===== src/core/ctm_pkg.sv =====
// Package for the 16-bit capture timer: register offsets, field positions, reset values and enumerations.
// Assumes a byte-wide register port and one 40 MHz system clock.
package ctm_pkg;

  // Register offsets.
  localparam logic [3:0] CTM_OFS_CTRL_MAIN  = 4'h0;
  localparam logic [3:0] CTM_OFS_CTRL_MODE  = 4'h1;
  localparam logic [3:0] CTM_OFS_EVT_CTRL   = 4'h4;
  localparam logic [3:0] CTM_OFS_INT_EN     = 4'h5;
  localparam logic [3:0] CTM_OFS_INT_FLAG   = 4'h6;
  localparam logic [3:0] CTM_OFS_RUN_STATE  = 4'h7;
  localparam logic [3:0] CTM_OFS_HALT_CTRL  = 4'h8;
  localparam logic [3:0] CTM_OFS_WIDE_LATCH = 4'h9;
  localparam logic [3:0] CTM_OFS_CNT_LO     = 4'ha;
  localparam logic [3:0] CTM_OFS_CNT_HI     = 4'hb;
  localparam logic [3:0] CTM_OFS_CCV_LO     = 4'hc;
  localparam logic [3:0] CTM_OFS_CCV_HI     = 4'hd;

  // Field positions.
  localparam int CTM_BIT_ENABLE     = 0;
  localparam int CTM_BIT_CLOCK_SOURCE_SELECT_LO  = 1;
  localparam int CTM_BIT_FOLLOW     = 4;
  localparam int CTM_BIT_RUNSTBY    = 6;
  localparam int CTM_BIT_MODE_LO    = 0;
  localparam int CTM_BIT_OUT_EN     = 4;
  localparam int CTM_BIT_OUT_INIT   = 5;
  localparam int CTM_BIT_EARLY_RISE = 6;
  localparam int CTM_BIT_EVT_EN     = 0;
  localparam int CTM_BIT_EDGE       = 4;
  localparam int CTM_BIT_FILTER     = 6;

  // Writable masks, which double as the read-back masks of reserved bits.
  localparam logic [7:0] CTM_MASK_CTRL_MAIN = 8'h57;
  localparam logic [7:0] CTM_MASK_CTRL_MODE = 8'h77;
  localparam logic [7:0] CTM_MASK_EVT_CTRL  = 8'h51;
  localparam logic [7:0] CTM_MASK_BIT0      = 8'h01;

  // Reset values.
  localparam logic [7:0]  CTM_RST_BYTE = 8'h00;
  localparam logic [15:0] CTM_RST_WORD = 16'h0000;

  // Noise filter length in samples.
  localparam int CTM_FILTER_LEN = 4;

  typedef enum logic [2:0] {
    CTM_MODE_PERIODIC = 3'b000,
    CTM_MODE_TIMEOUT  = 3'b001,
    CTM_MODE_CAPTURE  = 3'b010,
    CTM_MODE_FREQ     = 3'b011,
    CTM_MODE_PWIDTH   = 3'b100,
    CTM_MODE_FREQPW   = 3'b101,
    CTM_MODE_SHOT     = 3'b110,
    CTM_MODE_PWM8     = 3'b111
  } ctm_mode_t;

  typedef enum logic [1:0] {
    CTM_PERIPHERAL_CLOCK  = 2'b00,
    CTM_CLK_DIV2 = 2'b01,
    CTM_CLK_COMP = 2'b10,
    CTM_CLK_RSVD = 2'b11
  } ctm_clock_source_select_t;

  typedef enum logic [1:0] {
    CTM_FP_IDLE = 2'b00,
    CTM_FP_HIGH = 2'b01,
    CTM_FP_LOW  = 2'b10
  } ctm_fpw_t;

  // Register port request.
  typedef struct packed {
    logic [3:0] addr;
    logic [7:0] wdata;
    logic       wr;
    logic       rd;
  } ctm_req_t;

  // Power and companion inputs, all synchronous to clk_sys.
  typedef struct packed {
    logic sleep_power_down;
    logic sleep_standby;
    logic debug_halt;
    logic comp_tick;
    logic comp_restart;
  } ctm_sys_t;

endpackage


===== src/core/ctm_timer.sv =====
// Sixteen-bit capture timer core with a byte-wide register port and one event input.
// Assumes the companion tick and restart and the sleep levels are synchronous to clk_sys;
// the event line comes from routing logic outside this domain and is synchronised here.
//
// Design decision made here: strobed register access.
`timescale 1ns/100ps
module ctm_timer #(
  parameter int CNT_W = 16
) (
  input  wire logic              clk_sys,
  input  wire logic              rst_n,
  input  wire ctm_pkg::ctm_req_t req,
  input  wire ctm_pkg::ctm_sys_t sys,
  input  wire logic              event_in,
  output logic [7:0]             rdata,
  output logic                   compare_out,
  output logic                   capture_irq
);
  import ctm_pkg::*;

  // Register state.
  logic [7:0]       ctrl_main_r, ctrl_mode_r, evt_ctrl_r, int_en_r, halt_ctrl_r, wide_latch_r;
  logic             flag_r, run_r, out_r, div_r, edge_seen_r, pwm_lvl_r;
  logic [CNT_W-1:0] cnt_r, ccv_r, cnt_nxt, ccv_nxt;
  logic             flag_nxt, run_nxt, out_nxt, edge_seen_nxt;
  ctm_fpw_t         fpw_r, fpw_nxt;
  logic [1:0]       evt_sync_r;
  logic [CTM_FILTER_LEN-1:0] hist_r;
  logic             evt_filt_r, evt_prev_r;

  // Field decode.
  wire ctm_mode_t   mode      = ctm_mode_t'(ctrl_mode_r[CTM_BIT_MODE_LO +: 3]);
  wire ctm_clock_source_select_t clock_source_select    = ctm_clock_source_select_t'(ctrl_main_r[CTM_BIT_CLOCK_SOURCE_SELECT_LO +: 2]);
  wire              enable    = ctrl_main_r[CTM_BIT_ENABLE];
  wire              run_stby  = ctrl_main_r[CTM_BIT_RUNSTBY];
  wire              follow    = ctrl_main_r[CTM_BIT_FOLLOW];
  wire              early     = ctrl_mode_r[CTM_BIT_EARLY_RISE];
  wire              out_init  = ctrl_mode_r[CTM_BIT_OUT_INIT];
  wire              out_en    = ctrl_mode_r[CTM_BIT_OUT_EN];
  wire              evt_en    = evt_ctrl_r[CTM_BIT_EVT_EN];
  wire              edge_sel  = evt_ctrl_r[CTM_BIT_EDGE];
  wire              filt_en   = evt_ctrl_r[CTM_BIT_FILTER];

  // The block is active only while enabled and not held by a sleep state or a debug halt.
  wire sleeping = sys.sleep_power_down | (sys.sleep_standby & ~run_stby);
  wire halted   = sys.debug_halt & ~halt_ctrl_r[0];
  wire active   = enable & ~sleeping & ~halted;

  // Count tick; the reserved select never ticks.
  wire tick = active & ((clock_source_select == CTM_PERIPHERAL_CLOCK) | ((clock_source_select == CTM_CLK_DIV2) & div_r) |
                        ((clock_source_select == CTM_CLK_COMP) & sys.comp_tick));

  // Event path: the filtered level only moves when the full history agrees.
  wire hist_equal = (hist_r == {CTM_FILTER_LEN{1'b1}}) | (hist_r == {CTM_FILTER_LEN{1'b0}});
  wire evt_level  = filt_en ? evt_filt_r : evt_sync_r[1];
  wire rise_raw   = evt_level & ~evt_prev_r;
  wire fall_raw   = ~evt_level & evt_prev_r;
  wire evt_ok     = evt_en & active;
  wire sel_edge   = evt_ok & (edge_sel ? fall_raw : rise_raw);
  wire opp_edge   = evt_ok & (edge_sel ? rise_raw : fall_raw);
  wire any_edge   = evt_ok & (rise_raw | fall_raw);

  // Register port decode.
  wire wr_main  = req.wr & (req.addr == CTM_OFS_CTRL_MAIN);
  wire wr_mode  = req.wr & (req.addr == CTM_OFS_CTRL_MODE);
  wire wr_evt   = req.wr & (req.addr == CTM_OFS_EVT_CTRL);
  wire wr_inten = req.wr & (req.addr == CTM_OFS_INT_EN);
  wire wr_flag  = req.wr & (req.addr == CTM_OFS_INT_FLAG) & req.wdata[0];
  wire wr_halt  = req.wr & (req.addr == CTM_OFS_HALT_CTRL);
  wire wr_latch = req.wr & (req.addr == CTM_OFS_WIDE_LATCH);
  wire wr_cnt_l = req.wr & (req.addr == CTM_OFS_CNT_LO);
  wire wr_cnt_h = req.wr & (req.addr == CTM_OFS_CNT_HI);
  wire wr_ccv_l = req.wr & (req.addr == CTM_OFS_CCV_LO);
  wire wr_ccv_h = req.wr & (req.addr == CTM_OFS_CCV_HI);
  wire rd_ccv   = req.rd & ((req.addr == CTM_OFS_CCV_LO) | (req.addr == CTM_OFS_CCV_HI));

  wire capture_mode = (mode == CTM_MODE_CAPTURE) | (mode == CTM_MODE_FREQ) |
                      (mode == CTM_MODE_PWIDTH) | (mode == CTM_MODE_FREQPW);
  wire at_top       = (cnt_r == ccv_r);

  // Read multiplexer; reserved bits and unmapped offsets return zero.
  function automatic logic [7:0] rd_mux(input logic [3:0] a);
    unique case (a)
      CTM_OFS_CTRL_MAIN:  rd_mux = ctrl_main_r & CTM_MASK_CTRL_MAIN;
      CTM_OFS_CTRL_MODE:  rd_mux = ctrl_mode_r & CTM_MASK_CTRL_MODE;
      CTM_OFS_EVT_CTRL:   rd_mux = evt_ctrl_r & CTM_MASK_EVT_CTRL;
      CTM_OFS_INT_EN:     rd_mux = int_en_r & CTM_MASK_BIT0;
      CTM_OFS_INT_FLAG:   rd_mux = {7'h00, flag_r};
      CTM_OFS_RUN_STATE:  rd_mux = {7'h00, run_r};
      CTM_OFS_HALT_CTRL:  rd_mux = halt_ctrl_r & CTM_MASK_BIT0;
      CTM_OFS_WIDE_LATCH: rd_mux = wide_latch_r;
      CTM_OFS_CNT_LO:     rd_mux = cnt_r[7:0];
      CTM_OFS_CNT_HI:     rd_mux = cnt_r[15:8];
      CTM_OFS_CCV_LO:     rd_mux = ccv_r[7:0];
      CTM_OFS_CCV_HI:     rd_mux = ccv_r[15:8];
      default:            rd_mux = 8'h00;
    endcase
  endfunction

  // Counting and event actions. Hardware sets of the flag take priority over software clears.
  always_comb begin
    cnt_nxt       = cnt_r;
    ccv_nxt       = ccv_r;
    run_nxt       = run_r;
    out_nxt       = out_r;
    edge_seen_nxt = edge_seen_r;
    fpw_nxt       = fpw_r;
    flag_nxt      = flag_r;
    if (wr_flag | (rd_ccv & capture_mode)) begin
      flag_nxt = 1'b0;
    end
    if (!enable) begin
      run_nxt       = 1'b0;
      fpw_nxt       = CTM_FP_IDLE;
      edge_seen_nxt = 1'b0; // A stale pending rise must not leak into the next shot.
      out_nxt = out_init;
    end else if (active) begin
      unique case (mode)
        CTM_MODE_PERIODIC: begin
          run_nxt = 1'b1;
          if (tick) begin
            cnt_nxt = at_top ? '0 : cnt_r + 1'b1;
            if (at_top) flag_nxt = 1'b1;
          end
        end
        CTM_MODE_TIMEOUT: begin
          if (sel_edge) begin
            run_nxt = 1'b1;
            cnt_nxt = '0;
          end else if (opp_edge) begin
            run_nxt = 1'b0;
          end else if (run_r && tick) begin
            cnt_nxt = cnt_r + 1'b1;
            if (at_top) begin
              flag_nxt = 1'b1;
              run_nxt  = 1'b0;
            end
          end
        end
        CTM_MODE_CAPTURE: begin
          run_nxt = 1'b1;
          if (tick) cnt_nxt = cnt_r + 1'b1;
          if (sel_edge) begin
            ccv_nxt  = cnt_r;
            flag_nxt = 1'b1;
          end
        end
        CTM_MODE_FREQ: begin
          run_nxt = 1'b1;
          if (sel_edge) begin
            ccv_nxt  = cnt_r;
            cnt_nxt  = '0;
            flag_nxt = 1'b1;
          end else if (tick) begin
            cnt_nxt = cnt_r + 1'b1;
          end
        end
        CTM_MODE_PWIDTH: begin
          run_nxt = 1'b1;
          if (sel_edge) begin
            cnt_nxt = '0;
          end else if (opp_edge) begin
            ccv_nxt  = cnt_r;
            flag_nxt = 1'b1;
          end else if (tick) begin
            cnt_nxt = cnt_r + 1'b1;
          end
        end
        CTM_MODE_FREQPW: begin
          if (run_r && tick) cnt_nxt = cnt_r + 1'b1;
          unique case (fpw_r)
            CTM_FP_IDLE: if (sel_edge) begin
              cnt_nxt = '0;
              run_nxt = 1'b1;
              fpw_nxt = CTM_FP_HIGH;
            end
            CTM_FP_HIGH: if (opp_edge) begin
              ccv_nxt = cnt_r;
              fpw_nxt = CTM_FP_LOW;
            end
            CTM_FP_LOW: if (sel_edge) begin
              run_nxt  = 1'b0;
              flag_nxt = 1'b1;
              fpw_nxt  = CTM_FP_IDLE;
            end
            default: fpw_nxt = CTM_FP_IDLE;
          endcase
        end
        CTM_MODE_SHOT: begin
          if (!run_r && (edge_sel ? any_edge : (evt_ok & rise_raw))) begin
            run_nxt = 1'b1;
            cnt_nxt = '0;
            if (early) out_nxt = 1'b1;
            else edge_seen_nxt = 1'b1;
          end else if (run_r && tick) begin
            if (edge_seen_r) begin
              out_nxt       = 1'b1;
              edge_seen_nxt = 1'b0;
            end
            cnt_nxt = cnt_r + 1'b1;
            if (at_top) begin
              run_nxt  = 1'b0;
              out_nxt  = 1'b0;
              flag_nxt = 1'b1;
            end
          end
        end
        CTM_MODE_PWM8: begin
          run_nxt = 1'b1;
          if (tick) begin
            cnt_nxt = (cnt_r[7:0] >= ccv_r[7:0]) ? '0 : cnt_r + 1'b1;
            if (cnt_r[7:0] == ccv_r[15:8]) flag_nxt = 1'b1;
          end
          out_nxt = pwm_lvl_r;
        end
      endcase
      if (follow && sys.comp_restart) cnt_nxt = '0;
    end
    // Software writes to the counter take priority over internal updates.
    if (wr_cnt_l) cnt_nxt = {cnt_nxt[15:8], req.wdata};
    if (wr_cnt_h) cnt_nxt = {req.wdata, cnt_nxt[7:0]};
    if (wr_ccv_l) ccv_nxt = {ccv_nxt[15:8], req.wdata};
    if (wr_ccv_h) ccv_nxt = {req.wdata, ccv_nxt[7:0]};
  end

  // Event synchroniser, sample history and filtered level.
  always_ff @(posedge clk_sys) begin
    if (!rst_n) begin
      evt_sync_r <= 2'b00;
      hist_r     <= '0;
      evt_filt_r <= 1'b0;
      evt_prev_r <= 1'b0;
    end else begin
      evt_sync_r <= {evt_sync_r[0], event_in};
      hist_r     <= {hist_r[CTM_FILTER_LEN-2:0], evt_sync_r[1]};
      if (hist_equal) evt_filt_r <= hist_r[0];
      evt_prev_r <= evt_level;
    end
  end

  // Configuration registers; only the writable bits are stored.
  always_ff @(posedge clk_sys) begin
    if (!rst_n) begin
      ctrl_main_r  <= CTM_RST_BYTE;
      ctrl_mode_r  <= CTM_RST_BYTE;
      evt_ctrl_r   <= CTM_RST_BYTE;
      int_en_r     <= CTM_RST_BYTE;
      halt_ctrl_r  <= CTM_RST_BYTE;
      wide_latch_r <= CTM_RST_BYTE;
    end else begin
      if (wr_main)  ctrl_main_r  <= req.wdata & CTM_MASK_CTRL_MAIN;
      if (wr_mode)  ctrl_mode_r  <= req.wdata & CTM_MASK_CTRL_MODE;
      if (wr_evt)   evt_ctrl_r   <= req.wdata & CTM_MASK_EVT_CTRL;
      if (wr_inten) int_en_r     <= req.wdata & CTM_MASK_BIT0;
      if (wr_halt)  halt_ctrl_r  <= req.wdata & CTM_MASK_BIT0;
      if (wr_latch) wide_latch_r <= req.wdata;
    end
  end

  // Timer state, half-rate divider and the PWM level.
  always_ff @(posedge clk_sys) begin
    if (!rst_n) begin
      cnt_r       <= CTM_RST_WORD;
      ccv_r       <= CTM_RST_WORD;
      flag_r      <= 1'b0;
      run_r       <= 1'b0;
      out_r       <= 1'b0;
      edge_seen_r <= 1'b0;
      fpw_r       <= CTM_FP_IDLE;
      div_r       <= 1'b0;
      pwm_lvl_r   <= 1'b0;
    end else begin
      cnt_r       <= cnt_nxt;
      ccv_r       <= ccv_nxt;
      flag_r      <= flag_nxt;
      run_r       <= run_nxt;
      out_r       <= out_nxt;
      edge_seen_r <= edge_seen_nxt;
      fpw_r       <= fpw_nxt;
      div_r       <= active ? ~div_r : 1'b0;
      pwm_lvl_r   <= (ccv_r[7:0] != 8'h00) && (cnt_nxt[7:0] < ccv_r[15:8]);
    end
  end

  // Outputs, all registered. Non-shot, non-PWM modes show the initial level.
  wire out_mode = ((mode == CTM_MODE_SHOT) | (mode == CTM_MODE_PWM8)) ? out_nxt : out_init;
  always_ff @(posedge clk_sys) begin
    if (!rst_n) begin
      rdata       <= 8'h00;
      compare_out <= 1'b0;
      capture_irq <= 1'b0;
    end else begin
      rdata       <= req.rd ? rd_mux(req.addr) : 8'h00;
      compare_out <= out_en & out_mode;
      capture_irq <= flag_nxt & int_en_r[0];
    end
  end

endmodule


===== config.mk =====
export PLATFORM = sky130hd
export DESIGN_NAME = ctm_timer
export DESIGN_NICKNAME = d
export VERILOG_FILES = /design/src/core/ctm_pkg.sv /design/src/core/ctm_timer.sv
export SDC_FILE = /design/constraint.sdc
export NUM_CORES = 1
export LEC_CHECK = 0
export CAP_MARGIN = 15
export CORE_MARGIN = 1.5
export CORE_UTILIZATION = 40
export CTS_CLUSTER_SIZE = 16
export DETAILED_ROUTE_END_ITERATION = 16
export DONT_BUFFER_PORTS = 1
export HOLD_SLACK_MARGIN = 0.15
export PLACE_DENSITY_LB_ADDON = 0.08
export SLEW_MARGIN = 5
export SYNTH_ARGS = -nofsm -noshare
export SYNTH_HDL_FRONTEND = slang
export SYNTH_SLANG_ARGS = --single-unit

===== constraint.sdc =====
create_clock -name clk_sys -period 3.7 [get_ports clk_sys]
set_input_delay 0.74 -clock clk_sys [delete_from_list [all_inputs] [get_ports clk_sys]]
set_output_delay 0.74 -clock clk_sys [all_outputs]
set_load 0.01 [all_outputs]

== Yosys cells after proc, flatten, opt, wreduce, memory -nomap -nowiden ==
Index checks and enable logic that the tools add are counted.

* Register bits after elaboration: 82
* Output and inout port bits: 10
* Bits of input ports: 22

* Bitwise logic cells: 48
* Reduce and logical (&&, ||, !) cells: 20
* $add $sub $neg: 1
* Equal/unequal tests: 32
* Magnitude comparators: 2
* Multiplexer cells: 75

{| class="wikitable"
|+ Operator list
! operator !! count
|-
| 2-to-1 mux 16 bit || 25
|-
| one-hot mux 16 bit (8 select lines) || 1
|-
| one-hot mux 8 bit (12 select lines) || 1
|-
| one-hot mux 16 bit (3 select lines) || 1
|-
| 2-to-1 mux 1 bit || 37
|-
| bitwise AND 1 bit || 30
|-
| == test 4 bit, second input constant || 7
|-
| adder 16 x 1 -> 16 bit, second input constant || 1
|-
| == test 16 bit || 1
|-
| == test 4 x 3 -> 1 bit, second input constant || 4
|-
| 2-to-1 mux 8 bit || 2
|-
| == test 3 bit, second input constant || 4
|-
| OR 1 bit || 11
|-
| == test 8 bit || 1
|-
| greater-or-equal comparator 8 bit || 1
|-
| logical NOT 4 bit || 2
|-
| < comparator 8 bit || 1
|-
| inequality test 2 bit, second input constant || 4
|-
| AND reduction 4 bit || 2
|-
| nonzero test 8 bit || 1
|-
| inverter 1 bit || 7
|-
| one-hot mux 1 bit (7 select lines) || 1
|-
| == test 3 x 2 -> 1 bit, second input constant || 2
|-
| 2-to-1 mux 2 bit || 3
|-
| 18 further kinds || 28
|}

== Longest topological paths before layout ==
Gate-level depths: netlist of the first run.

* Depth in word-level cells: 19
* Depth in mapped cells: 19

== Least setup slack after synthesis of the first run ==
OpenSTA, ideal clock, no wires.

* Path type: register to register
* Start: reg evt_ctrl_r[6]
* End: reg pwm_lvl_r
* Cell stages (with the launch flop): 19
* Arrival time: 3.488 ns
* Required time: 3.642 ns
* Path slack: 0.154 ns
* Cells stage by stage: dfxtp_1 mux2i_1 inv_1 ha_1 mux2_4 a2111o_1 o31ai_1 a21oi_1 o21a_1 a211oi_1 nor3_1 ha_1 a21o_1 a21oi_1 nor2b_1 o21ai_0 nand4b_1 nor2_1 o21a_1

* Longest elaborated chain between the ends: 16

{| class="wikitable"
|+ RTL lines
! what !! RTL line !! text
|-
| start: declaration || ctm_timer.sv:22 || <nowiki>logic [7:0] ctrl_main_r, ctrl_mode_r, evt_ctrl_r, int_en_r, halt_ctrl_r, wide_latch_r;</nowiki>
|-
| start signal: assignment || ctm_timer.sv:253 || <nowiki>if (wr_evt) evt_ctrl_r <= req.wdata & CTM_MASK_EVT_CTRL;</nowiki>
|-
| 2-to-1 mux 1 bit * || ctm_timer.sv:55 || <nowiki>wire evt_level = filt_en ? evt_filt_r : evt_sync_r[1];</nowiki>
|-
| via evt_level || ctm_timer.sv:55 ||
|-
| inverter 1 bit || ctm_timer.sv:57 || <nowiki>wire fall_raw = ~evt_level & evt_prev_r;</nowiki>
|-
| bitwise AND 1 bit || ctm_timer.sv:57 ||
|-
| OR 1 bit || ctm_timer.sv:61 || <nowiki>wire any_edge = evt_ok & (rise_raw | fall_raw);</nowiki>
|-
| bitwise AND 1 bit || ctm_timer.sv:61 ||
|-
| 2-to-1 mux 1 bit || ctm_timer.sv:190 || <nowiki>if (!run_r && (edge_sel ? any_edge : (evt_ok & rise_raw))) begin</nowiki>
|-
| logical AND 1 bit || ctm_timer.sv:190 ||
|-
| [... 2 more ...] || -- ||
|-
| 2-to-1 mux 16 bit * || ctm_timer.sv:217 || <nowiki>if (follow && sys.comp_restart) cnt_nxt = '0;</nowiki>
|-
| 2-to-1 mux 16 bit * || ctm_timer.sv:117 || <nowiki>end else if (active) begin</nowiki>
|-
| 2-to-1 mux 16 bit * || ctm_timer.sv:112 || <nowiki>if (!enable) begin</nowiki>
|-
| 2-to-1 mux 8 bit * || ctm_timer.sv:220 || <nowiki>if (wr_cnt_l) cnt_nxt = {cnt_nxt[15:8], req.wdata};</nowiki>
|-
| 2-to-1 mux 16 bit * || ctm_timer.sv:221 || <nowiki>if (wr_cnt_h) cnt_nxt = {req.wdata, cnt_nxt[7:0]};</nowiki>
|-
| via cnt_nxt[3] || ctm_timer.sv:24 || <nowiki>logic [CNT_W-1:0] cnt_r, ccv_r, cnt_nxt, ccv_nxt;</nowiki>
|-
| < comparator 8 bit * || ctm_timer.sv:281 || <nowiki>pwm_lvl_r <= (ccv_r[7:0] != 8'h00) && (cnt_nxt[7:0] < ccv_r[15:8]);</nowiki>
|-
| logical AND 1 bit * || ctm_timer.sv:281 ||
|-
| end signal: assignment || ctm_timer.sv:281 ||
|-
| end: declaration || ctm_timer.sv:23 || <nowiki>logic flag_r, run_r, out_r, div_r, edge_seen_r, pwm_lvl_r;</nowiki>
|}

The timed path passes the listed nets; every way through them passes the cells marked *.
A chain may end at the register's enable or synchronous reset.

== Final worst setup path of the first run ==
* Start: reg evt_ctrl_r[6]
* End: reg pwm_lvl_r

* Longest elaborated chain between the ends: 16

{| class="wikitable"
|+ RTL lines
! what !! RTL line !! text
|-
| 2-to-1 mux 1 bit * || ctm_timer.sv:55 ||
|-
| inverter 1 bit || ctm_timer.sv:57 ||
|-
| bitwise AND 1 bit || ctm_timer.sv:57 ||
|-
| OR 1 bit || ctm_timer.sv:61 ||
|-
| bitwise AND 1 bit || ctm_timer.sv:61 ||
|-
| 2-to-1 mux 1 bit || ctm_timer.sv:190 ||
|-
| logical AND 1 bit || ctm_timer.sv:190 ||
|-
| 2-to-1 mux 16 bit || ctm_timer.sv:190 ||
|-
| one-hot mux 16 bit (8 select lines) * || ctm_timer.sv:118 || <nowiki>unique case (mode)</nowiki>
|-
| 2-to-1 mux 16 bit * || ctm_timer.sv:217 ||
|-
| 2-to-1 mux 16 bit * || ctm_timer.sv:117 ||
|-
| 2-to-1 mux 16 bit * || ctm_timer.sv:112 ||
|-
| 2-to-1 mux 8 bit * || ctm_timer.sv:220 ||
|-
| 2-to-1 mux 16 bit * || ctm_timer.sv:221 ||
|-
| via cnt_nxt[7] || ctm_timer.sv:24 ||
|-
| < comparator 8 bit * || ctm_timer.sv:281 ||
|-
| logical AND 1 bit * || ctm_timer.sv:281 ||
|}

Marked as above.

==> results of run 1 <==
layer usage:
metal | wire [um] | share of wire, % | global-route usage (%) | vias to the layer above
met2 | 12300 | 45 | 51.3 | 362
met1 | 11900 | 43 | 45.4 | 3395
li1 | - | - | - | 3259
met3 | 2610 | 9.5 | 7.51 | 56
met5 | 0 | 0 | 0 | -
met4 | 752 | 2.7 | 11.3 | 0
stage by stage:
step	setup slack (ns)	cells
2_1_floorplan	0.154	856
3_3_place_gp	-0.111	1087
3_5_place_dp	-0.150	1087
4_1_cts	0.0126	1104
5_1_grt	-0.207	1108
6_report	-0.0279	1108
state kept, by name, indices dropped and copies added, names as in the netlist, 2 cells and up:
signal and flops:
ccv_r 16, cnt_r 16, ctrl_main_r 5, ctrl_mode_r 6
evt_ctrl_r 3, evt_sync_r 2, fpw_r 2, hist_r 4
rdata 8, wide_latch_r 8
where the power goes:
group | switching (mW) | internal (mW) | total [mW]
sequential | 0.0157 | 0.894 | 0.910
clock | 0.431 | 0.675 | 1.11
combinational | 0.116 | 0.0785 | 0.195
total | 0.562 | 1.65 | 2.21
cell families (layout without fill, tap and decap cells):
group                      after synthesis  in the layout  share of synthesized area, %
buffers and inverters                   97            133                          5.97
adders and majority gates               18             18                          3.51
xor gates and xnor gates                29             29                          3.96
DFF                                     82             82                          25.6
and+or+nand+nor                        333            333                          25.8
muxes                                   42             42                          6.92
AOI/OAI and AO/OA                      255            255                          28.3
area by class of cell:
cell class	count	area, um^2
inverter	26	97.6
clock buffer	9	225
timing repair buffer	91	703
clock inverter	7	130
sequential	82	1640
fill	1641	8260
multi-input combinational	677	4440
tap	216	270
cells in the mapped netlist (5+ instances only):
library cell	number	area, um^2
xnor2_1	19	166
xor2_1	10	87.6
nand3_1	41	205
o31ai_1	8	60.1
a31oi_1	11	68.8
o21a_1	9	67.6
mux2i_1	35	350
a32oi_1	5	43.8
inv_1	26	97.6
nand2b_1	15	93.8
buf_2	10	50.1
nor3_1	24	120
buf_1	5	18.8
a22oi_1	11	82.6
ha_1	18	225
or3_1	6	37.5
o21ai_0	32	160
a21oi_1	52	260
a22o_1	8	70.1
nand4_1	10	62.6
nor2_1	98	368
o211ai_1	9	67.6
dfxtp_1	82	1640
and2_1	18	113
nand3b_1	5	37.5
a221oi_1	7	61.3
o31a_1	8	70.1
nor4_1	13	81.3
o22ai_1	9	56.3
o221ai_1	6	52.6
a211oi_1	27	203
and3_1	10	62.6
o2111ai_1	5	43.8
mux2_2	5	56.3
nor2b_1	15	93.8
clkbuf_1	53	199
nand2_1	63	236
timing repair:
item                       CTS  global route
setup endpoints to repair    1             1
setup buffers                1             4
gates resized for setup      4            15
pin swaps                    2            15
worst min path at each step:
stage / end / slack [ns] / depth (start not counted)
detailed placement: div_r / 0.41 / 1
floorplan: div_r / 0.39 / 1
finish: div_r / 0.41 / 1
CTS: div_r / 0.42 / 1
global route: div_r / 0.45 / 1
global placement: div_r / 0.41 / 1
==> metrics.md, run 1 <==
| Metric | Value |
|---|---|
| Status | complete, but fails checks |
| Failing checks | negative setup slack |
| Max-cap violations | 0 |
| Max incr delay on CP | 0.45 ns |
| Antenna Nets Post-Route | 0 |
| Final hold slack | 0.413 ns |
| Hold Crit Start | div_r |
| Worst setup endpoint | pwm_lvl_r |
| Area growth syn-to-layout | 17.1% |
| Total GRT Usage | 33.2% |
| Hpwl dp | 20900 um |
| Asr flop ratio synth | 0% |
| Via Count | 7072 |
| Hold Fails Final Rpt | 0 |
| Worst-path clk slew | 0.07 ns |
| CP Data Required Time | 3.94 ns |
| Post-synthesis sequential area ratio | 25.6% |
| Core region area | 15800 um^2 |
| Syn_nets | 896 |
| Starting density of the core | 40.7% |
| Setup TNS | -0.0279 ns |
| Syn avg cell area | 7.50 um^2 |
| Gr ovfl total | 0 |
| FF-to-FF path depth | 17 |
| IO Pins | 32 |
| Worst Setup Start Kind | register |
| Most common cell after layout, fill and taps aside | nor2_1 |
| CTS tree | yes |
| Ratio of cells with drive above 1 in the final layout | 15.2% |
| DIE WIDTH | 130 um |
| Drt first-iter violations | 726 |
| Worst Path Buf+Inv | 3 |
| Rows | 46 |
| Clock Path Buffers | 2 |
| Crit Reg-Reg Startpoint | evt_ctrl_r[6] |
| Slew headroom | 46.8% |
| Most frequent CP cell | buf_4 |
| Vias in the first global route | 6742 |
| Levels on crit path | 17 |
| Worst-path cell with the longest stage delay | a221oi_1 |
| Pwr/cell area | 294 nW/um^2 |
| Final worst path period need | 3.73 ns |
| Residual DRC | 0 |
| Drt wl/cell | 24.9 um |
| Design area | 7510 um^2 |
| Cts hold-fix bufs | 0 |
| H-tree depth | 3 |
| Register bit total from synthesis | 82 |
| Port bufs | 0 |
| Layout Utilization | 47.6% |
| CP Launch Point | evt_ctrl_r[6] |
| CTS Sinks | 82 |
| Part of the cycle the worst path needs | 101% |
| First-pass GRT wire length | 41100 um |
| Clk_skew | 0.00983 ns |
| Largest net degree at the start of global routing | 55 |
| Fmax | 268 MHz |
| Top delay family on crit path | compound AO/OA/AOI/OAI gates |
| Crit path arrival time | 3.97 ns |
| Layout Nets | 927 |
| Root buf cell | clkbuf_16 |
| Critical path class | reg2reg |
| Cell Area, Placed | 7060 um^2 |
| Vias per inst | 6.38 |
| Yosys warning count | 0 |
| Fin worst setup slack | -0.0279 ns |
| CTS Buf Count | 9 |
| Count of final setup violators | 1 |
| Hold Crit Class | reg2reg |
| Die area | 16800 um^2 |
| P_leak | 2.71 nW |
| Max-slew violations | 0 |
| Final wirelength | 27600 um |
| Worst-Margin Slew | 0.797 ns |
| DR pass1 iterations | 8 |
| Synth Instances | 856 |
| PnR Total Power | 2.21 mW |
| Worst R2R End | pwm_lvl_r |
| Clock Latency Late Sink | 0.35 ns |
| Cell variety after synth | 73 |
| Top_reg_cell synth | dfxtp_1 |
| Post-Syn Area | 6420 um^2 |
| Die Ht | 130 um |
| R2r setup slk | -0.03 ns |
| Crit end category | register |
| Worst path cell trace | mux2i_2 -> buf_4 -> ha_2 -> mux2_2 -> buf_4 -> nand2_1 -> o31a_1 -> nor2_1 -> buf_4 -> o22ai_1 -> a221oi_1 -> a21oi_1 -> ha_1 -> and3_1 -> o2111ai_1 -> nand3b_1 -> o21a_1 |
| Post-synth EDFFs | 0 |
| Initial antenna violation count | 1 |
| Gpl congestion | 1.00 |
| Max FO, Critical Path | 10 |
| Most frequent cells in the layout | nor2_1, buf_4, dfxtp_1 |
| Peak VDD IR | 0.000273 V |
| # diodes | 0 |
| RSZ-0062 raised after global routing | yes |
No activity file was read; power rests on OpenSTA's default activity.
==> run 2, diff against run 1 <==
Settings changed: CORE_MARGIN 1.5 to 1, PLACE_DENSITY set to 0.64, PLACE_DENSITY_LB_ADDON 0.08 to not set.
==> run 2 against run 1 <==
The flow now finishes without violations. Non-clock buffer count grew 2. Critical path depth grew 1. Combinational power is essentially flat. Count of clock-buffer cells in the layout grew 3. Clock skew shrank 0.0014 ns. Die area shrank 1.5%. Cell count shrank 0.36%. Global-route usage shrank 2.8 points. Hold slack gained 0.016 ns. Via count shrank 1.5%. Fmax grew 1.4%. Total power shrank 11%. Critical path type unchanged.
==> metrics.md, run 2 (synthesized netlist as in run 1, its figures left out) <==
| Metric | Value |
|---|---|
| IO Pins | 32 (unchanged) |
| Crit path arrival time | 3.98 ns (about the same) |
| Critical path class | reg2reg |
| Via Count | 6965 (-1.5%) |
| Port bufs | 0 (unchanged) |
| Worst R2R End | pwm_lvl_r |
| Hold Crit Start | div_r |
| Ratio of cells with drive above 1 in the final layout | 16.0% (+0.77 points) |
| Worst-Margin Slew | 0.853 ns (+0.0552 ns) |
| Rows | 45 (-2.2%) |
| DR pass1 iterations | 6 (-2) |
| Layout Utilization | 48.5% (+0.82 points) |
| Antenna Nets Post-Route | 0 (unchanged) |
| Drt wl/cell | 22.3 um (-10%) |
| Root buf cell | clkbuf_16 |
| Initial antenna violation count | 0 (-1) |
| First-pass GRT wire length | 37800 um (-7.8%) |
| Gpl congestion | 1.03 (+2.9%) |
| RSZ-0062 raised after global routing | yes |
| Clock Latency Late Sink | 0.36 ns (about the same) |
| Final worst path period need | 3.68 ns (-0.0501 ns) |
| Clk_skew | 0.00841 ns (-0.00142 ns) |
| Largest net degree at the start of global routing | 32 (-42%) |
| Hold Path Cell Cnt | 1 (unchanged) |
| Core region area | 15400 um^2 (-2.2%) |
| Count of final setup violators | 0 (-1) |
| Layout Nets | 929 (+0.22%) |
| Finished Layout Cells | 1104 (-0.36%) |
| P_leak | 2.69 nW (-0.80%) |
| Slew headroom | 42.8% (-4.0 points) |
| Part of the cycle the worst path needs | 99.4% (-1.4 points) |
| Vias in the first global route | 6494 (-3.7%) |
| Crit end category | register |
| PnR Total Power | 1.97 mW (-11%) |
| Drt first-iter violations | 792 (+9.1%) |
| Clock Path Buffers | 2 (unchanged) |
| Vias per inst | 6.31 (-1.2%) |
| Max-slew violations | 0 (unchanged) |
| Worst-path clk slew | 0.06 ns (about the same) |
| Hold Fails Final Rpt | 0 (unchanged) |
| CP Data Required Time | 4.00 ns (+0.06 ns) |
| Most common cell after layout, fill and taps aside | nor2_1 |
| Placed Cells | 1086 (-0.092%) |
| Final wirelength | 24600 um (-11%) |
| Pwr/cell area | 264 nW/um^2 (-10%) |
| Hold Crit Class | reg2reg |
| Hold endpoint | div_r |
| DIE WIDTH | 129 um (-0.77%) |
| Max-cap violations | 0 (unchanged) |
| Residual DRC | 0 (unchanged) |
| Die Ht | 129 um (-0.77%) |
| Max FO, Critical Path | 5 (-5) |
| Largest regs | ccv_r (16), cnt_r (16) |
| Gr ovfl total | 0 (unchanged) |
| # diodes | 0 (unchanged) |
| Fmax | 272 MHz (+1.4%) |
| R2r setup slk | 0.02 ns (+0.05 ns) |
| CTS Buf Count | 9 (unchanged) |
| Status | finished, final reports clean |
| Crit Reg-Reg Startpoint | evt_ctrl_r[6] |
| Worst Setup Start Kind | register |
| Starting density of the core | 41.6% (+0.90 points) |
| Area growth syn-to-layout | 16.5% |
| Most frequent cells in the layout | nor2_1, buf_4, dfxtp_1 |
| Hpwl dp | 18400 um (-12%) |
| CTS tree | yes |
| FF-to-FF path depth | 18 (+1) |
| H-tree depth | 3 (unchanged) |
| CTS Sinks | 82 (unchanged) |
| Peak VDD IR | 0.000203 V (-25%) |
| Total GRT Usage | 30.4% (-2.8 points) |
| Die area | 16600 um^2 (-1.5%) |
## run 2: what timing repair did
item	CTS	global route
pin swaps	1	14
endpoints found under the setup margin	1	1
hold buffers	0	0
endpoints found under the hold margin	0	0
setup buffers	0	3
resized for setup	5	22
## run 2: final cells by class
| class | count | area, um^2 |
|---|---|---|
| clock inverters | 3 | 25.0 |
| repair buffers | 93 | 702 |
| multi-input cells | 677 | 4490 |
| flip-flops and latches | 82 | 1640 |
| well taps | 211 | 264 |
| inverters | 26 | 97.6 |
| fillers | 1575 | 7950 |
| clock buffers | 12 | 256 |
## run 2: critical path, stage by stage, from the launching register on
cell,delay [ns]
dfxtp_2,0.35
mux2i_2,0.23
inv_1,0.07
ha_2,0.17
mux2_4,0.28
a2111o_1,0.48
buf_6,0.16
buf_4,0.14
a211oi_1,0.38
a41o_1,0.24
a21oi_1,0.08
o31ai_1,0.10
ha_1,0.32
a21oi_2,0.13
nor2b_1,0.05
o21ai_1,0.12
nand4b_1,0.11
nor2_1,0.11
o21a_1,0.12
## run 2: worst max-delay path by stage
stage,start,end,slack (ns)
6_report,evt_ctrl_r[6],pwm_lvl_r,0.02
5_1_grt,evt_ctrl_r[6],pwm_lvl_r,-0.16
3_5_place_dp,evt_ctrl_r[6],pwm_lvl_r,-0.10
2_1_floorplan,evt_ctrl_r[6],pwm_lvl_r,0.15
3_3_place_gp,evt_ctrl_r[6],pwm_lvl_r,-0.07
4_1_cts,evt_ctrl_r[6],pwm_lvl_r,0.002
## run 2: through the flow
step / area [um^2] / hold slack (ns) / worst slack (ns) / setup TNS, ns
5_1_grt: 7470 / 0.456 / -0.156 / -0.156
4_1_cts: 7360 / 0.428 / 0.00245 / 0
2_1_floorplan: 6420 / 0.393 / 0.154 / 0
3_5_place_dp: 7070 / 0.420 / -0.103 / -0.103
3_3_place_gp: 7070 / 0.420 / -0.0734 / -0.0734
6_report: 7470 / 0.429 / 0.0222 / 0
## run 2: power breakdown
| part | total [mW] | switching (mW) | internal [mW] |
|---|---|---|---|
| Combinational | 0.195 | 0.114 | 0.0806 |
| Clock | 0.871 | 0.381 | 0.490 |
| Sequential | 0.909 | 0.0142 | 0.895 |
| Total | 1.97 | 0.509 | 1.47 |
## run 2: per-layer routing
metal	share of wire, %	track usage [%]	up-vias
li1	-	-	3257
met1	41	39.4	3249
met2	44	46.9	386
met3	10	6.69	73
met4	4.5	16.6	0
met5	0	0	-
==> run 3, diff against run 2 <==
Settings changed: MAX_ROUTING_LAYER set to met4.
==> run 3 against run 2 <==
The flow now finishes with violations (negative setup slack). Utilization is 0.47 points higher. Routed wire length rose by 2.3%. Die area did not move. Register-to-register slack worse by 0.03 ns. Highest routed layer unchanged. Non-clock buffer count fell by 4. Cell count down 0.27%. Critical path type unchanged.
==> metrics.md, run 3 (synthesized netlist as in run 1, its figures left out) <==
| Metric | Value |
|---|---|
| Status | complete, but fails checks |
| Failing checks | negative setup slack |
| Residual DRC | 0 (unchanged) |
| Final hold slack | 0.415 ns (-0.0135 ns) |
| Clock Path Buffers | 2 (unchanged) |
| Hold Crit Class | reg2reg |
| # diodes | 0 (unchanged) |
| P_leak | 2.71 nW (+0.67%) |
| Port bufs | 0 (unchanged) |
| First-pass GRT wire length | 38600 um (+2.1%) |
| Worst-path clk slew | 0.07 ns (about the same) |
| Int Pwr | 1.66 mW (+13%) |
| Hpwl dp | 18800 um (+2.2%) |
| Layout Utilization | 48.9% (+0.47 points) |
| Part of the cycle the worst path needs | 100% (+0.79 points) |
| Drt first-iter violations | 855 (+8.0%) |
| Comb power frac | 8.9% (-1.0 points) |
| Starting density of the core | 41.6% (unchanged) |
| Worst path cell trace | mux2i_2 -> inv_1 -> ha_2 -> mux2_4 -> a2111o_1 -> buf_6 -> or4_4 -> a21oi_2 -> o21a_1 -> a211oi_4 -> nor3_4 -> ha_4 -> and3_4 -> o2111ai_2 -> nand3b_1 -> o21a_1 |
| Critical path class | reg2reg |
| Hold endpoint | div_r |
| Largest net degree at the start of global routing | 32 (unchanged) |
| Hold Fails Final Rpt | 0 (unchanged) |
| Sw Ratio | 23.9% (-1.9 points) |
| R2r setup slk | -0.007 ns (-0.03 ns) |
| Drt wl/cell | 22.8 um (+2.5%) |
| Worst-path cell with the longest stage delay | a2111o_1 |
| PnR Total Power | 2.18 mW (+10%) |
| Switching power | 521 uW (+2.3%) |
| Wire length on met1 | 10400 um (+1.9%) |
| Ratio of cells with drive above 1 in the final layout | 16.0% (-0.058 points) |
| Cell Area, Placed | 7050 um^2 (-0.32%) |
| Die area | 16600 um^2 (unchanged) |
| Initial antenna violation count | 0 (unchanged) |
| Final wirelength | 25100 um (+2.3%) |
| Vias per inst | 6.38 (+1.1%) |
| CP Launch Point | evt_ctrl_r[6] |
| Worst R2R End | pwm_lvl_r |
| Worst-Margin Slew | 0.854 ns (+0.00170 ns) |
| Crit end category | register |
| Gpl congestion | 1.04 (+1.1%) |
| CTS Sinks | 82 (unchanged) |
| Crit Reg-Reg Startpoint | evt_ctrl_r[6] |
| Most common cell after layout, fill and taps aside | nor2_1 |
| Area growth syn-to-layout | 17.6% |
| Total GRT Usage | 32.4% (+2.0 points) |
| Rows | 45 (unchanged) |
| CTS tree | yes |
| Gr ovfl total | 0 (unchanged) |
| Slew headroom | 43.1% (+0.24 points) |
| IO Pins | 32 (unchanged) |
| Pwr/cell area | 289 nW/um^2 (+9.3%) |
| Core region area | 15400 um^2 (unchanged) |
| Max incr delay on CP | 0.49 ns (about the same) |
| Clock share of power | 49.4% (+5.3 points) |
| CTS Buf Count | 9 (unchanged) |
| Count of final setup violators | 1 (+1) |
| DIE WIDTH | 129 um (unchanged) |
| Final worst path period need | 3.71 ns (+0.0292 ns) |
| Most frequent cells in the layout | nor2_1, buf_4, dfxtp_1 |
| Clk_skew | 0.00720 ns (-0.00121 ns) |
| Clock Latency Late Sink | 0.35 ns (about the same) |
| Setup TNS | -0.00704 ns (-0.00704 ns) |
| Top delay family on crit path | compound AO/OA/AOI/OAI gates |
| Sequential Power Share | 41.7% (-4.3 points) |
| Antenna Nets Post-Route | 0 (unchanged) |
| Most frequent CP cell | o21a_1 |
| Via Count | 7021 (+0.80%) |
| Max-cap violations | 0 (unchanged) |
| Design area | 7550 um^2 (+0.97%) |
| Worst Setup Start Kind | register |
| RSZ-0062 raised after global routing | yes |
| Largest regs | ccv_r (16), cnt_r (16) |
| Hold Crit Start | div_r |
| Worst Path Buf+Inv | 2 (-1) |
| Crit path arrival time | 3.95 ns (-0.03 ns) |
| H-tree depth | 3 (unchanged) |
| Met2 WL | 10900 um (+1.0%) |
| Met3 WL post-DR | 2590 um (+5.4%) |
| Fmax | 270 MHz (-0.79%) |
| FF-to-FF path depth | 16 (-2) |
| DR pass1 iterations | 9 (+3) |
| Vias in the first global route | 6463 (-0.48%) |
| Max-slew violations | 0 (unchanged) |
| Max FO, Critical Path | 4 (-1) |
| Hold Path Cell Cnt | 1 (unchanged) |
| Layout Nets | 925 (-0.43%) |
| Root buf cell | clkbuf_16 |
| Peak VDD IR | 0.000294 V (+45%) |
| CP Data Required Time | 3.94 ns (-0.06 ns) |
| Die Ht | 129 um (unchanged) |
| Top layer in use | met4 |
| Cts hold-fix bufs | 0 (unchanged) |
| Fin worst setup slack | -0.00704 ns (-0.0292 ns) |
[run 3: per-layer routing]
layer,vias to the layer above,global-route usage [%]
met5,-,-
met4,0,17.1
met3,72,6.86
met2,380,47.6
met1,3327,41.4
li1,3242,-
[run 3: worst max path at each step]
stage | slack (ns) | depth (start not counted) | endpoint
floorplan | 0.15 | 18 | pwm_lvl_r
global placement | -0.10 | 20 | pwm_lvl_r
detailed placement | -0.18 | 17 | pwm_lvl_r
CTS | 0.02 | 17 | pwm_lvl_r
global route | -0.13 | 19 | pwm_lvl_r
finish | -0.007 | 16 | pwm_lvl_r
[run 3: repair_timing]
item                       CTS  global route
setup endpoints to repair    1             1
gates cloned                 0             0
buffers inserted             2             1
pin swaps                    5            20
gates resized for setup     13            17
[run 3: stage by stage]
| step | instances | worst slack (ns) |
|---|---|---|
| 2_1_floorplan | 856 | 0.154 |
| 3_3_place_gp | 1083 | -0.105 |
| 3_5_place_dp | 1083 | -0.178 |
| 4_1_cts | 1101 | 0.0170 |
| 5_1_grt | 1101 | -0.130 |
| 6_report | 1101 | -0.00704 |
[run 3: worst register-to-register path, delay by kind of cell, from the launching register on]
kind / cells / cell delay, ns
compound gates: 6 / 1.21
simple gates: 4 / 0.99
mux: 2 / 0.51
flops: 1 / 0.35
fa+ha+maj: 2 / 0.33
buf+inv: 2 / 0.23
[run 3: power by group through the flow]
stage	clock network, mW	logic [mW]	registers, mW
final	1.08	0.193	0.910
after global routing	1.13	0.208	0.911
after CTS	1.09	0.187	0.910
after detailed placement	0	0.182	0.930
after global placement	0	0.182	0.929
after floorplan	0	0.145	0.922
[run 3: final cells by class]
| type | count | area [um^2] |
|---|---|---|
| Clock inverter | 5 | 110 |
| Fill cell | 1578 | 7880 |
| Tap cell | 211 | 264 |
| Clock buffer | 11 | 243 |
| Inverter | 26 | 97.6 |
| Multi-Input combinational cell | 677 | 4520 |
| Timing Repair Buffer | 89 | 672 |
| Sequential cell | 82 | 1640 |
